$ cat src/core/vifs_pkg.sv
package vifs_pkg;
   // Register offsets (printed offsets are not word multiples: byte address = 4 * index)
   localparam logic [7:0] VIFS_IDX_FMT = 8'h81;
   localparam logic [7:0] VIFS_IDX_COL = 8'h82;
   localparam logic [7:0] VIFS_IDX_SCL = 8'h83;
   localparam int VIFS_ADR_W = 10;
   // Field positions in the format/bar/scan register
   localparam int VIFS_ENC_LSB = 5;
   localparam int VIFS_AFP_BIT = 4;
   localparam int VIFS_BAR_LSB = 2;
   localparam int VIFS_SCAN_LSB = 0;
   // Field positions in the colour/aspect register
   localparam int VIFS_COLR_LSB = 6;
   localparam int VIFS_PAR_LSB = 4;
   localparam int VIFS_AFAR_LSB = 0;
   // Field positions in the scaling register
   localparam int VIFS_NUS_LSB = 0;
   // Packet payload byte layout: byte1 = {0,Y,A,B,S}, byte2 = {C,M,R}, byte3 = {..,SC}
   localparam int VIFS_PKT_BYTES = 3;
   // Reset values
   localparam logic [7:0] VIFS_RST_FMT = 8'h00;
   localparam logic [7:0] VIFS_RST_COL = 8'h00;
   localparam logic [7:0] VIFS_RST_SCL = 8'h00;
endpackage

$ cat src/core/vifs_decode.sv
`timescale 1ns/100ps
// Unpacks a checked packet payload into the three status bytes
module vifs_decode (
   input wire logic [7:0] pb1, // Payload byte 1
   input wire logic [7:0] pb2, // Payload byte 2
   input wire logic [7:0] pb3, // Payload byte 3
   output logic [7:0] fmt_d, // Format/bar/scan byte
   output logic [7:0] col_d, // Colour/aspect byte
   output logic [7:0] scl_d // Scaling byte
);
   // Reserved bits are forced to zero so they always read as zero
   assign fmt_d = {1'b0, pb1[6:5], pb1[4], pb1[3:2], pb1[1:0]};
   assign col_d = {pb2[7:6], pb2[5:4], pb2[3:0]};
   assign scl_d = {6'h00, pb3[1:0]};
endmodule

$ cat src/core/vifs_top.sv
`timescale 1ns/100ps
// Overview of operation
// - Bits 6:5 report pixel encoding: RGB, YCbCr 4:2:2, YCbCr 4:4:4.
// - Bit 4 is format-present flag; zero means no active format data.
// - Format-present flag is one when packet marks aspect data valid.
// - Bits 3:2 report bar descriptor: none, horizontal, vertical, both.
// - Bits 1:0 report scan descriptor: none, overscanned, underscanned.
// - Register video_colour_and_aspect_info bits 7:6 hold colorimetry code.
// - Bits 5:4 picture aspect, bits 3:0 active format aspect.
// - Register video_scaling_info bits 1:0 report non-uniform scaling.
module vifs_top (
   input wire logic SYS_CLK, // 200 MHz clock
   input wire logic NRST, // Synchronous reset, active low
   input wire logic [7:0] PKT_BYTE1, // Received payload byte 1
   input wire logic [7:0] PKT_BYTE2, // Received payload byte 2
   input wire logic [7:0] PKT_BYTE3, // Received payload byte 3
   input wire logic PKT_VALID, // One-cycle pulse: checked packet ready
   input wire logic WB_CYC_I, // Wishbone cycle
   input wire logic WB_STB_I, // Wishbone strobe
   input wire logic WB_WE_I, // Wishbone write enable
   input wire logic [3:0] WB_SEL_I, // Wishbone byte selects
   input wire logic [9:0] WB_ADR_I, // Wishbone byte address
   input wire logic [31:0] WB_DAT_I, // Wishbone write data, ignored
   output logic [31:0] WB_DAT_O, // Wishbone read data
   output logic WB_ACK_O // Wishbone acknowledge
);
   logic [7:0] fmt_q;
   logic [7:0] col_q;
   logic [7:0] scl_q;
   logic [7:0] fmt_d;
   logic [7:0] col_d;
   logic [7:0] scl_d;
   logic ack_q;
   logic [31:0] dat_q;
   logic req;

   // Field extraction kept apart so the packet layout lives in one place
   vifs_decode u_dec (
      .pb1(PKT_BYTE1),
      .pb2(PKT_BYTE2),
      .pb3(PKT_BYTE3),
      .fmt_d(fmt_d),
      .col_d(col_d),
      .scl_d(scl_d)
   );

   // Selects the read value for a byte address; unaligned or unmapped reads return zero
   function automatic logic [7:0] rd_sel(input logic [9:0] adr, input logic [7:0] f,
                                         input logic [7:0] c, input logic [7:0] s);
      logic [7:0] r;
      r = 8'h00;
      if (adr[1:0] == 2'h0) begin
         if (adr[9:2] == vifs_pkg::VIFS_IDX_FMT) r = f;
         else if (adr[9:2] == vifs_pkg::VIFS_IDX_COL) r = c;
         else if (adr[9:2] == vifs_pkg::VIFS_IDX_SCL) r = s;
      end
      return r;
   endfunction

   // Status capture: every field loads in the same cycle, so software never sees a mix
   always_ff @(posedge SYS_CLK) begin
      if (!NRST) begin
         fmt_q <= vifs_pkg::VIFS_RST_FMT;
         col_q <= vifs_pkg::VIFS_RST_COL;
         scl_q <= vifs_pkg::VIFS_RST_SCL;
      end else if (PKT_VALID) begin
         fmt_q <= fmt_d;
         col_q <= col_d;
         scl_q <= scl_d;
      end
   end

   assign req = WB_CYC_I && WB_STB_I && !ack_q;

   // Bus slave: one wait state, ack for one cycle; writes are acknowledged but dropped
   always_ff @(posedge SYS_CLK) begin
      if (!NRST) begin
         ack_q <= 1'b0;
         dat_q <= 32'h0000_0000;
      end else begin
         ack_q <= req;
         if (req && !WB_WE_I) begin
            dat_q <= {24'h00_0000, rd_sel(WB_ADR_I, fmt_q, col_q, scl_q)};
         end
      end
   end

   assign WB_ACK_O = ack_q;
   assign WB_DAT_O = dat_q;

   // Checks on the status fields and bus answer
   a_fmt_load: assert property (@(posedge SYS_CLK) disable iff (!NRST)
      PKT_VALID |=> fmt_q == $past(fmt_d)) else $error("Format byte not loaded");
   a_afp_flag: assert property (@(posedge SYS_CLK) disable iff (!NRST)
      PKT_VALID && PKT_BYTE1[4] |=> fmt_q[vifs_pkg::VIFS_AFP_BIT])
      else $error("Format-present flag not set");
   a_afp_clear: assert property (@(posedge SYS_CLK) disable iff (!NRST)
      PKT_VALID && !PKT_BYTE1[4] |=> !fmt_q[vifs_pkg::VIFS_AFP_BIT])
      else $error("Format-present flag set without data");
   a_bar_field: assert property (@(posedge SYS_CLK) disable iff (!NRST)
      PKT_VALID |=> fmt_q[3:2] == $past(PKT_BYTE1[3:2])) else $error("Bar field wrong");
   a_scan_field: assert property (@(posedge SYS_CLK) disable iff (!NRST)
      PKT_VALID |=> fmt_q[1:0] == $past(PKT_BYTE1[1:0])) else $error("Scan field wrong");
   a_colr_field: assert property (@(posedge SYS_CLK) disable iff (!NRST)
      PKT_VALID |=> col_q[7:6] == $past(PKT_BYTE2[7:6])) else $error("Colorimetry wrong");
   a_aspect_field: assert property (@(posedge SYS_CLK) disable iff (!NRST)
      PKT_VALID |=> col_q[5:0] == $past(PKT_BYTE2[5:0])) else $error("Aspect fields wrong");
   a_scale_field: assert property (@(posedge SYS_CLK) disable iff (!NRST)
      PKT_VALID |=> scl_q == {6'h00, $past(PKT_BYTE3[1:0])}) else $error("Scaling wrong");
   a_hold_fields: assert property (@(posedge SYS_CLK) disable iff (!NRST)
      !PKT_VALID |=> $stable(fmt_q) && $stable(col_q) && $stable(scl_q))
      else $error("Fields changed without packet");
   a_ack_pulse: assert property (@(posedge SYS_CLK) disable iff (!NRST)
      WB_ACK_O |=> !WB_ACK_O) else $error("Ack held more than one cycle");
   a_ack_timing: assert property (@(posedge SYS_CLK) disable iff (!NRST)
      req |=> WB_ACK_O) else $error("Ack not given one cycle after request");

   c_packet: cover property (@(posedge SYS_CLK) disable iff (!NRST) PKT_VALID);
   c_read_scl: cover property (@(posedge SYS_CLK) disable iff (!NRST)
      req && !WB_WE_I && WB_ADR_I[9:2] == vifs_pkg::VIFS_IDX_SCL);
   c_write: cover property (@(posedge SYS_CLK) disable iff (!NRST) req && WB_WE_I);
   c_pkt_then_read: cover property (@(posedge SYS_CLK) disable iff (!NRST)
      PKT_VALID ##[1:20] (req && !WB_WE_I));
endmodule

$ cat config.mk
export PLATFORM = sky130hd
export DESIGN_NAME = vifs_top
export DESIGN_NICKNAME = d
export VERILOG_FILES = /design/src/core/vifs_pkg.sv /design/src/core/vifs_decode.sv /design/src/core/vifs_top.sv
export SDC_FILE = /design/constraint.sdc
export NUM_CORES = 1
export LEC_CHECK = 0
export BUFFER_PORTS_ARGS = -buffer_cell sky130_fd_sc_hd__buf_2
export CAP_MARGIN = 0
export CORE_ASPECT_RATIO = 0.5
export CORE_MARGIN = 8
export CORE_UTILIZATION = 38
export DETAILED_ROUTE_END_ITERATION = 6
export GPL_ROUTABILITY_DRIVEN = 1
export HOLD_SLACK_MARGIN = 0.15
export PLACE_DENSITY_LB_ADDON = 0.12
export SYNTH_ARGS = -nofsm -noshare
export SYNTH_HDL_FRONTEND = slang
export SYNTH_SLANG_ARGS = --single-unit
$ cat constraint.sdc
create_clock -name SYS_CLK -period 1.5 [get_ports SYS_CLK]
set_input_delay 0.3 -clock SYS_CLK [delete_from_list [all_inputs] [get_ports SYS_CLK]]
set_output_delay 0.3 -clock SYS_CLK [all_outputs]
set_load 0.01 [all_outputs]
# [Word-level counts from Yosys, hierarchy flattened]
# Cells that the tools add are included.
# W data, S select, Z words.
[classes] n_eq_ne=3 mux=4 n_reduce_logical=6
[ops] operator="$eq A8 B8 Y1 const B" count=3
[ops] operator="$mux W8" count=3
[ops] operator="$logic_and A1 B1 Y1" count=3
[ops] operator="$logic_not A1 Y1" count=2
[ops] operator="$logic_not A2 Y1" count=1
[ops] operator="$mux W2" count=1
[word_totals] wordCells=18 in_bits=76 output_inout_bits=33 regBits=26

# [Depth between registers and ports, before layout]
# Gate-level depths: netlist (run 1).
[depth] ltp_word=5 depth_mapped=4 ltp_nobuf=3

# [Modules after synthesis]
# A second synthesis (run 1) with hierarchy kept.
[unflattened] hier_cells=191 hier_area_um2=1820.5
[modules_own_cells] module="vifs_top" cells_per_inst=166 area_per_inst_um2=1636.6 n_inst=1 seq_area_each_um2=660.6
[modules_own_cells] module="vifs_decode" cells_per_inst=25 area_per_inst_um2=183.9 n_inst=1 seq_area_each_um2=0.0

# [Worst setup path after synthesis (run 1)]
# Ideal clock, no wire load.
[synth_path] kind="flip-flop to flip-flop" start="register ack_q (netlist: WB_ACK_O)" end="register dat_q[1] (netlist: WB_DAT_O[1])" setup_slack_ns=0.393 path_stages_with_launch=5 arrival_time_ns=1.015 setup_ns=0.092 required_time_ns=1.408 period_less_slack_ns=1.107 n_path_buf=1 cell_sequence="dfxtp_1 -> and4bb_1 -> buf_4 -> nand2_4 -> o32ai_1"
[synth_between] elab_chain_cells=3
[synth_rtl] item="start, declared" line="vifs_top.sv:33" rtl="logic ack_q;"
[synth_rtl] item="start signal, assigned" line="vifs_top.sv:81" rtl="ack_q <= req;"
[synth_rtl] item="$logic_not A1 Y1" line="vifs_top.sv:73" rtl="assign req = WB_CYC_I && WB_STB_I && !ack_q;"
[synth_rtl] item="$logic_and A1 B1 Y1" line="vifs_top.sv:73"
[synth_rtl] item="$logic_and A1 B1 Y1" line="vifs_top.sv:82" rtl="if (req && !WB_WE_I) begin"
[synth_rtl] item="end signal, assigned" line="vifs_top.sv:83" rtl="dat_q <= {24'h00_0000, rd_sel(WB_ADR_I, fmt_q, col_q, scl_q)};"
[synth_rtl] item="end, declared" line="vifs_top.sv:34" rtl="logic [31:0] dat_q;"
# Every way passes these cells.
# A chain may end at the register's enable or synchronous reset.

# [Worst setup path after layout (run 1)]
[layout_path] start="register ack_q (netlist: WB_ACK_O)" end="register dat_q[4] (netlist: WB_DAT_O[4])"
# Same word-level chain as after synthesis.

==> impl_metrics.py, run 1 <==
metrics = {
    "run_status": {
        "outcome": "completed",
    },
    "setup_path": {
        "reg2regPathDepth": 3,
        "crit_chain": "and4bb_1 -> nand2_4 -> o32ai_1",
        "critical-path-slowest-cell": "and4bb_1",
        "path_class": "reg2reg",
        "cpLargestDelayFamily": "simple AND/OR/NAND/NOR gates",
        "worstSetupStartpoint": "WB_ACK_O$_SDFF_PN0_",
        "r2r_end": "WB_DAT_O[4]$_SDFFE_PN0P_",
        "crit_buf_inv": 0,
        "cp-start-kind": "flop",
        "crit_arrival_ns": 1.35,
        "required_ns": 1.68,
        "slowest_delay_ns": 0.37,
        "r2r_slack_ns": 0.33,
        "path_depth": 3,
        "critPathCaptureType": "flop",
        "rr_startpoint": "WB_ACK_O$_SDFF_PN0_",
        "path_max_fanout": 7,
        "worstSetupEndpoint": "WB_DAT_O[4]$_SDFFE_PN0P_",
    },
    "synth": {
        "yosys.area_share.adder_pct": 0,
        "yosys-top-cells-count": "28 x buf_4, 26 x dfxtp_1, 18 x nor2b_1",
        "yosys.area.top_type": "dfxtp_1",
        "async_flop_share_pct": 0,
        "synth_mux_area_share_pct": 14.7,
        "yosys_warnings": 0,
        "synthCells": 127,
        "synth_compound_area_share_pct": 9.24,
        "yosys.area_share.simple_pct": 19.2,
        "synth-edff-count": 0,
        "yosys_most_used_dff": "dfxtp_1",
        "synth_area_leaders": "dfxtp_1 40%, buf_4 16%, mux2i_1 13%, nor2b_1 8.6%, o32ai_1 4.7%",
        "yosys.area.top_type_share_pct": 39.6,
        "ys_seq_area_share_pct": 39.6,
        "synth_cell_type_count": 22,
        "synth-seq-cells": 26,
        "synth-xor-area-share_pct": 0,
        "synth.most_common_cell": "buf_4",
        "avgSynthCellArea_sq_um": 10.3,
        "synth.cell_area_sq_um": 1310,
        "synth_top_family_by_area": "simple AND/OR/NAND/NOR gates",
    },
    "sta": {
        "finalHoldViolCount": 0,
        "maxSlewViolCount": 0,
        "rsz0062_at_grt": "no",
        "tns_ns": 0,
        "post-route-period-util_pct": 77.8,
        "fmax_mhz": 857,
        "setup_viol": 0,
        "finClkSkew_ns": 0.00398,
        "fin_crit_ns": 1.17,
    },
    "grt": {
        "antenna_found_initial": 0,
        "grt-ovfl-total": 0,
        "grt.total_usage_pct": 9.73,
        "grt_pass1_vias": 940,
        "grt_pass1_wl_microns": 4450,
        "grt_max_degree": 20,
    },
    "clock_tree": {
        "path_clk_slew_ns": 0.09,
        "clock-sinks": 26,
        "holdBufCountCts": 0,
        "clock-root-buffer": "clkbuf_8",
        "cts_buffers": 3,
        "clk_latency_ns": 0.27,
        "h-tree-depth": 1,
        "cts_setup_buffers": 0,
        "cts_tree": "yes",
        "clock_path_buffers": 2,
        "post_cts_resized": 0,
    },
    "routing": {
        "via_count": 944,
        "post-route-drc-count": 0,
        "drtIter0Drc": 48,
        "wirelength_microns": 2860,
        "first_pass_iters": 4,
        "ant_nets": 0,
        "avgViaCountPerCell": 4.52,
        "wl_per_cell_microns": 13.7,
    },
    "power_and_ir_drop": {
        "ir_drop_mv": 0.337,
        "powerDensity_nw_per_um2": 903,
        "report.power.total_mw": 1.37,
        "leakage_nw": 0.717,
    },
    "die": {
        "start_util_pct": 38.9,
        "die_height_microns": 57.6,
        "io_pins": 109,
        "dieArea_sq_um": 5710,
        "die_w_microns": 99.2,
        "rows": 15,
        "core_area_sq_um": 3380,
    },
    "cells_and_area": {
        "drive_gt1_share_pct": 32.3,
        "antenna_cells": 0,
        "synthToLayoutAreaGrowth_pct": 15.1,
        "final_nets": 244,
    },
    "hold_path": {
        "hold_class": "in2reg",
        "min_from": "PKT_BYTE3[1]",
    },
    "flow_run": {
        "drv_cap": 0,
    },
    "place": {
        "port-buffer-count": 41,
        "dp_hpwl_microns": 2350,
        "globalplace.congestion": 0.734,
    },
}
## routing by layer
layer  wire, microns  vias up  GRT usage (%)
met3             354        2           5.70
met2            1180       44           15.3
li1                -      477              -
met1            1320      421           11.3
met5               0        -              0
met4               8        0           1.92
## per-stage QoR
step | hold slack (ns) | std cells | utilization (%) | worst slack [ns] | instance area [sq um]
2_1_floorplan | 0.469 | 150 | - | 0.393 | 1400
3_3_place_gp | 0.456 | 205 | 43.1 | 0.229 | 1460
3_5_place_dp | 0.464 | 205 | 43.1 | 0.206 | 1460
4_1_cts | 0.275 | 209 | 44.8 | 0.327 | 1510
5_1_grt | 0.271 | 209 | 44.8 | 0.252 | 1510
6_report | 0.286 | 209 | 44.8 | 0.333 | 1510
## placed cells by master, fill, tap and decap left out, types with 2 or more instances in the layout
| cell type | n |
|---|---|
| conb_1 | 24 |
| a22oi_1 | 7 |
| nor2b_1 | 18 |
| buf_2 | 41 |
| mux2i_1 | 17 |
| buf_4 | 3 |
| nand2_1 | 7 |
| clkbuf_8 | 4 |
| dfxtp_1 | 26 |
| mux2_2 | 2 |
| o32ai_1 | 7 |
## layout make-up
class	instances	area, sq um
Fill cell	349	1870
Multi-Input combinational cell	93	657
Sequential cell	26	520
Timing Repair Buffer	44	228
Clock buffer	4	55.1
Tap cell	42	52.6
## worst register-to-register path, cell delays in order, from the launching register on
cell and delay [ns]:
dfxtp_1 0.33, and4bb_1 0.37, nand2_4 0.11, o32ai_1 0.28
## state kept, by name, summed over array words and instances (netlist names)
name	cells
WB_DAT_O	8
col_q	8
fmt_q	7
scl_q	2
WB_ACK_O	1
## worst min-delay path by stage
stage                               endpoint  cells after the start
floorplan              col_q[7]$_SDFFE_PN0P_                      2
global placement    WB_DAT_O[7]$_SDFFE_PN0P_                      2
detailed placement  WB_DAT_O[7]$_SDFFE_PN0P_                      2
CTS                    fmt_q[1]$_SDFFE_PN0P_                      3
global route           fmt_q[0]$_SDFFE_PN0P_                      3
finish                 scl_q[1]$_SDFFE_PN0P_                      3
## power by group
part / switching, mW / total, mW / internal, mW / leakage, nW
clock network: 0.212 / 0.447 / 0.235 / 0.0288
registers: 0.0166 / 0.735 / 0.718 / 0.213
logic: 0.0989 / 0.184 / 0.0856 / 0.475
## kinds of logic (layout without fill, tap and decap cells)
logic type      Yosys count  after routing
simple gates             35             35
buf+inv                  31             48
flops                    26             26
mux                      19             19
compound gates           15             15
other cells               1             24
Power figures use the tool's default switching activity.
==> inputs of run 2 (changes only) <==
ABC_AREA = 1   (was unset)
clock period = 1.1 ns   (was 1.5 ns; I/O delays follow)
==> run 2 against run 1 <==
  * Sequential share of layout area shrank 1.8 points
  * Sequential power grew 37%
  * Global-route usage grew 0.80 points
  * Via count grew 21%
  * Combinational power grew 42%
  * Count of clock-buffer cells in the layout is the same
  * Final area grew 5.5%
  * Setup slack lost 0.26 ns
  * Critical path type unchanged
==> impl_metrics.py, run 2 <==
metrics = {
    "run_status": {
        "outcome": "completed",
    },
    "routing": {
        "post-route-drc-count": 0,
        "wl_per_cell_microns": 11.3,
        "via_count": 1145,
        "avgViaCountPerCell": 4.16,
        "drtIter0Drc": 83,
        "ant_nets": 0,
        "wirelength_microns": 3120,
        "first_pass_iters": 4,
    },
    "clock_tree": {
        "h-tree-depth": 1,
        "clock-root-buffer": "clkbuf_8",
        "holdBufCountCts": 0,
        "cts_buffers": 3,
        "cts_setup_buffers": 0,
        "cts_tree": "yes",
        "path_clk_slew_ns": 0.08,
        "post_cts_resized": 0,
        "clock_path_buffers": 2,
        "clock-sinks": 26,
        "clk_latency_ns": 0.27,
    },
    "sta": {
        "whs_ns": 0.168,
        "finalHoldViolCount": 0,
        "maxSlewViolCount": 0,
        "fmax_mhz": 971,
        "post-route-period-util_pct": 93.6,
        "setup_viol": 0,
        "tns_ns": 0,
        "rsz0062_at_grt": "no",
        "finClkSkew_ns": 0.00309,
        "fin_crit_ns": 1.03,
        "fin_ws_ns": 0.0700,
    },
    "synth": {
        "synth.cell_area_sq_um": 1340,
        "synth.most_common_cell": "dfxtp_1",
        "async_flop_share_pct": 0,
        "yosys-top-cells-count": "26 x dfxtp_1, 24 x buf_4, 24 x nor2_1",
        "yosys_most_used_dff": "dfxtp_1",
        "avgSynthCellArea_sq_um": 7.47,
        "synth-edff-count": 0,
        "synth_mux_area_share_pct": 0,
        "yosys_warnings": 0,
        "synth_area_leaders": "dfxtp_1 39%, buf_4 13%, nor2_1 6.7%, o21ai_0 6.4%, nand2_1 5.6%",
        "synth_cell_type_count": 23,
        "synth-xor-area-share_pct": 0,
        "yosys.area_share.simple_pct": 26.4,
        "yosys.area.top_type_share_pct": 39.0,
        "yosys.area_share.adder_pct": 0,
        "synthCells": 179,
        "synth_top_family_by_area": "simple AND/OR/NAND/NOR gates",
        "synth-seq-cells": 26,
        "synth_compound_area_share_pct": 13.8,
        "yosys.area.top_type": "dfxtp_1",
        "ys_seq_area_share_pct": 39.0,
    },
    "hold_path": {
        "hold_class": "in2reg",
    },
    "setup_path": {
        "path_class": "reg2reg",
        "critPathCaptureType": "flop",
        "cp-start-kind": "flop",
        "required_ns": 1.31,
        "path_max_fanout": 8,
        "crit_arrival_ns": 1.24,
    },
    "power_and_ir_drop": {
        "power.internal_mw": 1.40,
        "swShare_pct": 25.1,
        "pwr-share-seq_pct": 53.7,
        "power.switching_mw": 0.469,
        "powerDensity_nw_per_um2": 1170,
        "pwr-share-clk_pct": 32.3,
        "report.power.total_mw": 1.87,
        "ir_drop_mv": 0.643,
        "leakage_nw": 0.774,
        "p_comb_share_pct": 14.0,
    },
    "die": {
        "die_height_microns": 57.9,
        "start_util_pct": 39.3,
        "core_area_sq_um": 3400,
        "dieArea_sq_um": 5790,
        "io_pins": 109,
        "die_w_microns": 99.9,
        "rows": 15,
    },
    "cells_and_area": {
        "final_nets": 301,
        "final_cells": 275,
        "synthToLayoutAreaGrowth_pct": 19.5,
        "antenna_cells": 0,
        "multiInputGateArea_sq_um": 627,
        "drive_gt1_share_pct": 28.6,
        "nFillCells": 374,
        "final_core_util_pct": 47.0,
        "final_cell_mix": "41 x buf_2, 26 x dfxtp_1, 24 x nor2_1, 24 x conb_1, 20 x nand2_1",
        "seq_area_sq_um": 520,
        "final_common_cell": "buf_2",
        "postLayoutCellArea_sq_um": 1600,
    },
    "flow_run": {
        "drv_cap": 0,
    },
    "grt": {
        "grt-ovfl-total": 0,
        "grt_pass1_wl_microns": 4930,
        "grt_pass1_vias": 1099,
        "grt_max_degree": 24,
        "grt.total_usage_pct": 10.5,
        "antenna_found_initial": 0,
    },
    "place": {
        "dp_hpwl_microns": 2430,
        "dpl-instance-area_sq_um": 1540,
        "port-buffer-count": 41,
        "dp.cells": 271,
        "globalplace.congestion": 0.723,
        "post-place-ws_ns": -0.0636,
    },
}
[run 2: cell types whose count changed after synthesis, sizes merged, moves of 2 or more]
cell | previous run | this run
nand2 | 9 | 24
o21ai | 0 | 22
nor2 | 0 | 28
inv | 0 | 17
o32ai | 7 | 0
mux2 | 2 | 0
a22oi | 7 | 0
nor2b | 18 | 0
buf | 29 | 26
a21oi | 0 | 14
nand3 | 0 | 14
mux2i | 17 | 0
[run 2: final timing paths]
| check | start | slack [ns] | endpoint | cells after the start |
|---|---|---|---|---|
| min reg2reg | WB_DAT_O[0]$_SDFFE_PN0P_ | 0.46 | WB_DAT_O[0]$_SDFFE_PN0P_ | 2 |
| max reg2reg | WB_ACK_O$_SDFF_PN0_ | 0.07 | WB_DAT_O[1]$_SDFFE_PN0P_ | 7 |
| max | WB_ACK_O$_SDFF_PN0_ | 0.07 | WB_DAT_O[1]$_SDFFE_PN0P_ | 7 |
| min | PKT_BYTE2[0] | 0.17 | col_q[0]$_SDFFE_PN0P_ | 3 |
[run 2: critical path, cell delays in order, from the launching register on]
cell	delay (ns)
dfxtp_1	0.31
inv_1	0.10
nand4_4	0.12
nor2_8	0.16
nand2_1	0.07
inv_1	0.04
nand2_1	0.06
a21oi_2	0.10
[run 2: power by group through the flow]
stage / logic, mW / registers [mW] / clock network [mW]
final: 0.261 / 1.01 / 0.605
after global routing: 0.294 / 1.01 / 0.679
after CTS: 0.257 / 1.01 / 0.629
after detailed placement: 0.256 / 1.03 / 0
after global placement: 0.251 / 1.03 / 0
after floorplan: 0.218 / 1.02 / 0
[run 2: kinds of logic after synthesis]
family	count (synthesis)
and+or+nand+nor	69
buffers and inverters	47
AOI/OAI and AO/OA	36
DFF	26
other	1
[run 2: final cells by class]
cell class,count,share of cell area [%]
Multi-Input combinational cell,129,39.3
Sequential cell,26,32.6
Timing Repair Buffer,47,16.5
Inverter,18,4.23
Tap cell,51,4.00
Clock buffer,4,3.45
[run 2: layer usage]
metal  part of all wire, %  global-route usage, %  wire [microns]
met1                    53                   14.5            1650
met2                    37                   14.3            1160
met3                   8.7                   3.94             272
met4                   1.2                   3.84              37
met5                     0                      0               0
==> inputs of run 3 (changes only) <==
BUFFER_PORTS_ARGS = unset   (was -buffer_cell sky130_fd_sc_hd__buf_2)
CORE_ASPECT_RATIO = unset   (was 0.5)
CORE_UTILIZATION = 61   (was 38)
DONT_BUFFER_PORTS = 1   (was unset)
==> run 3 against run 2 <==
  * Global-route usage is 5.9 points higher
  * Largest power group unchanged
  * Utilization is 27 points higher
  * Maximum frequency is 3.4% lower
  * Via count is 0.61% lower
  * Sequential share of layout area is 0.44 points higher
  * First-iteration DRC count is 55% lower
  * Non-clock buffer count is 18 lower
  * Sequential power hardly changed
  * Critical path type unchanged
  * Cell count is 15% lower
  * Critical path depth stayed put
  * Setup slack worse by 0.036 ns
==> impl_metrics.py, run 3 (synthesis gave the netlist of run 2 again) <==
metrics = {
    "cells_and_area": {
        "final_cell_mix": "25 x dfxtp_1, 24 x nor2_1, 24 x conb_1",
        "final_common_cell": "dfxtp_1",
        "final_nets": 283,
        "postLayoutCellArea_sq_um": 1580,
        "antenna_cells": 0,
        "synthToLayoutAreaGrowth_pct": 18.2,
        "drive_gt1_share_pct": 13.1,
    },
    "clock_tree": {
        "h-tree-depth": 1,
        "clk_latency_ns": 0.32,
        "clock_path_buffers": 2,
        "path_clk_slew_ns": 0.13,
        "cts_tree": "yes",
        "clock-sinks": 26,
        "clock-root-buffer": "clkbuf_4",
        "cts_buffers": 3,
    },
    "power_and_ir_drop": {
        "ir_drop_mv": 0.957,
        "leakage_nw": 0.686,
        "report.power.total_mw": 1.91,
        "powerDensity_nw_per_um2": 1210,
    },
    "sta": {
        "rsz0062_at_grt": "yes",
        "fmax_mhz": 938,
        "setup_viol": 0,
        "fin_crit_ns": 1.07,
        "post-route-period-util_pct": 96.9,
        "finalHoldViolCount": 0,
        "maxSlewViolCount": 0,
        "finClkSkew_ns": 0.000683,
    },
    "setup_path": {
        "slowest_delay_ns": 0.35,
        "crit_chain": "inv_2 -> nand4_4 -> nor2_8 -> nand2_2 -> inv_1 -> nand2_1 -> a21oi_2",
        "cp-start-kind": "flop",
        "required_ns": 1.37,
        "critPathCaptureType": "flop",
        "cpLargestDelayFamily": "simple AND/OR/NAND/NOR gates",
        "path_class": "reg2reg",
        "critical-path-slowest-cell": "dfxtp_2",
        "path_max_fanout": 8,
        "crit_arrival_ns": 1.33,
        "crit_buf_inv": 2,
    },
    "routing": {
        "drtIter0Drc": 37,
        "via_count": 1138,
        "post-route-drc-count": 0,
        "first_pass_iters": 4,
        "avgViaCountPerCell": 4.86,
        "wl_per_cell_microns": 13.5,
        "wirelength_microns": 3150,
        "ant_nets": 0,
    },
    "grt": {
        "grt_pass1_wl_microns": 5460,
        "grt_max_degree": 16,
        "grt-ovfl-total": 0,
        "antenna_found_initial": 0,
        "grt.total_usage_pct": 16.4,
        "grt_pass1_vias": 1219,
    },
    "die": {
        "start_util_pct": 62.2,
        "die_height_microns": 62.8,
        "io_pins": 109,
        "rows": 17,
        "dieArea_sq_um": 3940,
        "core_area_sq_um": 2150,
        "die_w_microns": 62.8,
    },
    "place": {
        "port-buffer-count": 0,
        "dpl-instance-area_sq_um": 1290,
        "globalplace.congestion": 0.702,
        "dp_hpwl_microns": 2200,
    },
    "run_status": {
        "outcome": "completed",
    },
    "hold_path": {
        "hold_class": "in2reg",
    },
    "flow_run": {
        "drv_cap": 0,
    },
}
-- run 3: cell types whose count changed in the layout (fill, tap and decap cells not counted), moves of 2 or more --
cell | before | now
clkbuf_4 | 0 | 3
clkbuf_8 | 4 | 0
buf_4 | 5 | 7
dlygate4sd3_1 | 0 | 22
buf_2 | 41 | 0
-- run 3: final timing paths --
path / startpoint / slack, ns / endpoint / depth (start not counted)
setup reg to reg: WB_ACK_O$_SDFF_PN0_ / 0.03 / WB_DAT_O[1]$_SDFFE_PN0P_ / 7
hold reg to reg: col_q[6]$_SDFFE_PN0P_ / 0.47 / col_q[6]$_SDFFE_PN0P_ / 2
setup / recovery: WB_ACK_O$_SDFF_PN0_ / 0.03 / WB_DAT_O[1]$_SDFFE_PN0P_ / 7
hold / removal: WB_STB_I / 0.17 / WB_DAT_O[5]$_SDFFE_PN0P_ / 4
-- run 3: cell type report --
class                      count  area (sq um)
clock inverter                 1          30.0
tap                           28          35.0
fill                         180           569
multi-input combinational    129           629
inverter                      18          67.6
sequential                    26           522
clock buffer                   3          22.5
timing repair buffer          29           273
-- run 3: worst register-to-register path, stage by stage, from the launching register on --
cell and delay [ns]:
dfxtp_2 0.35, inv_2 0.07, nand4_4 0.14, nor2_8 0.19, nand2_2 0.06, inv_1 0.05, nand2_1 0.06, a21oi_2 0.10
-- run 3: report_power, final --
part | switching (mW) | total, mW | internal (mW)
clock | 0.277 | 0.645 | 0.369
sequential | 0.0195 | 1.01 | 0.987
combinational | 0.152 | 0.261 | 0.110
-- run 3: repair_timing --
action / CTS / global route
hold endpoints to repair: 26 / 0
resized for setup: 0 / 3
setup buffers: 0 / 1
setup endpoints to repair: 0 / 2
hold buffers: 22 / 0
-- run 3: metrics by stage --
stage / setup TNS [ns] / setup WS, ns / std cells / hold slack [ns] / util (%)
floorplan: 0 / 0.0470 / 202 / 0.355 / -
global placement: 0 / 0.0843 / 207 / 0.358 / 60.3
detailed placement: 0 / 0.0770 / 207 / 0.362 / 60.3
CTS: 0 / 0.0542 / 233 / 0.183 / 73.0
global route: -0.0889 / -0.0446 / 234 / 0.168 / 73.5
finish: 0 / 0.0343 / 234 / 0.174 / 73.5
-- run 3: per-layer routing --
metal / GRT usage, % / part of all wire [%] / vias up
li1: - / - / 576
met1: 15.7 / 36 / 507
met2: 29.2 / 51 / 49
met3: 8.24 / 11 / 6
met4: 6.55 / 1.2 / 0
met5: 0 / 0 / -
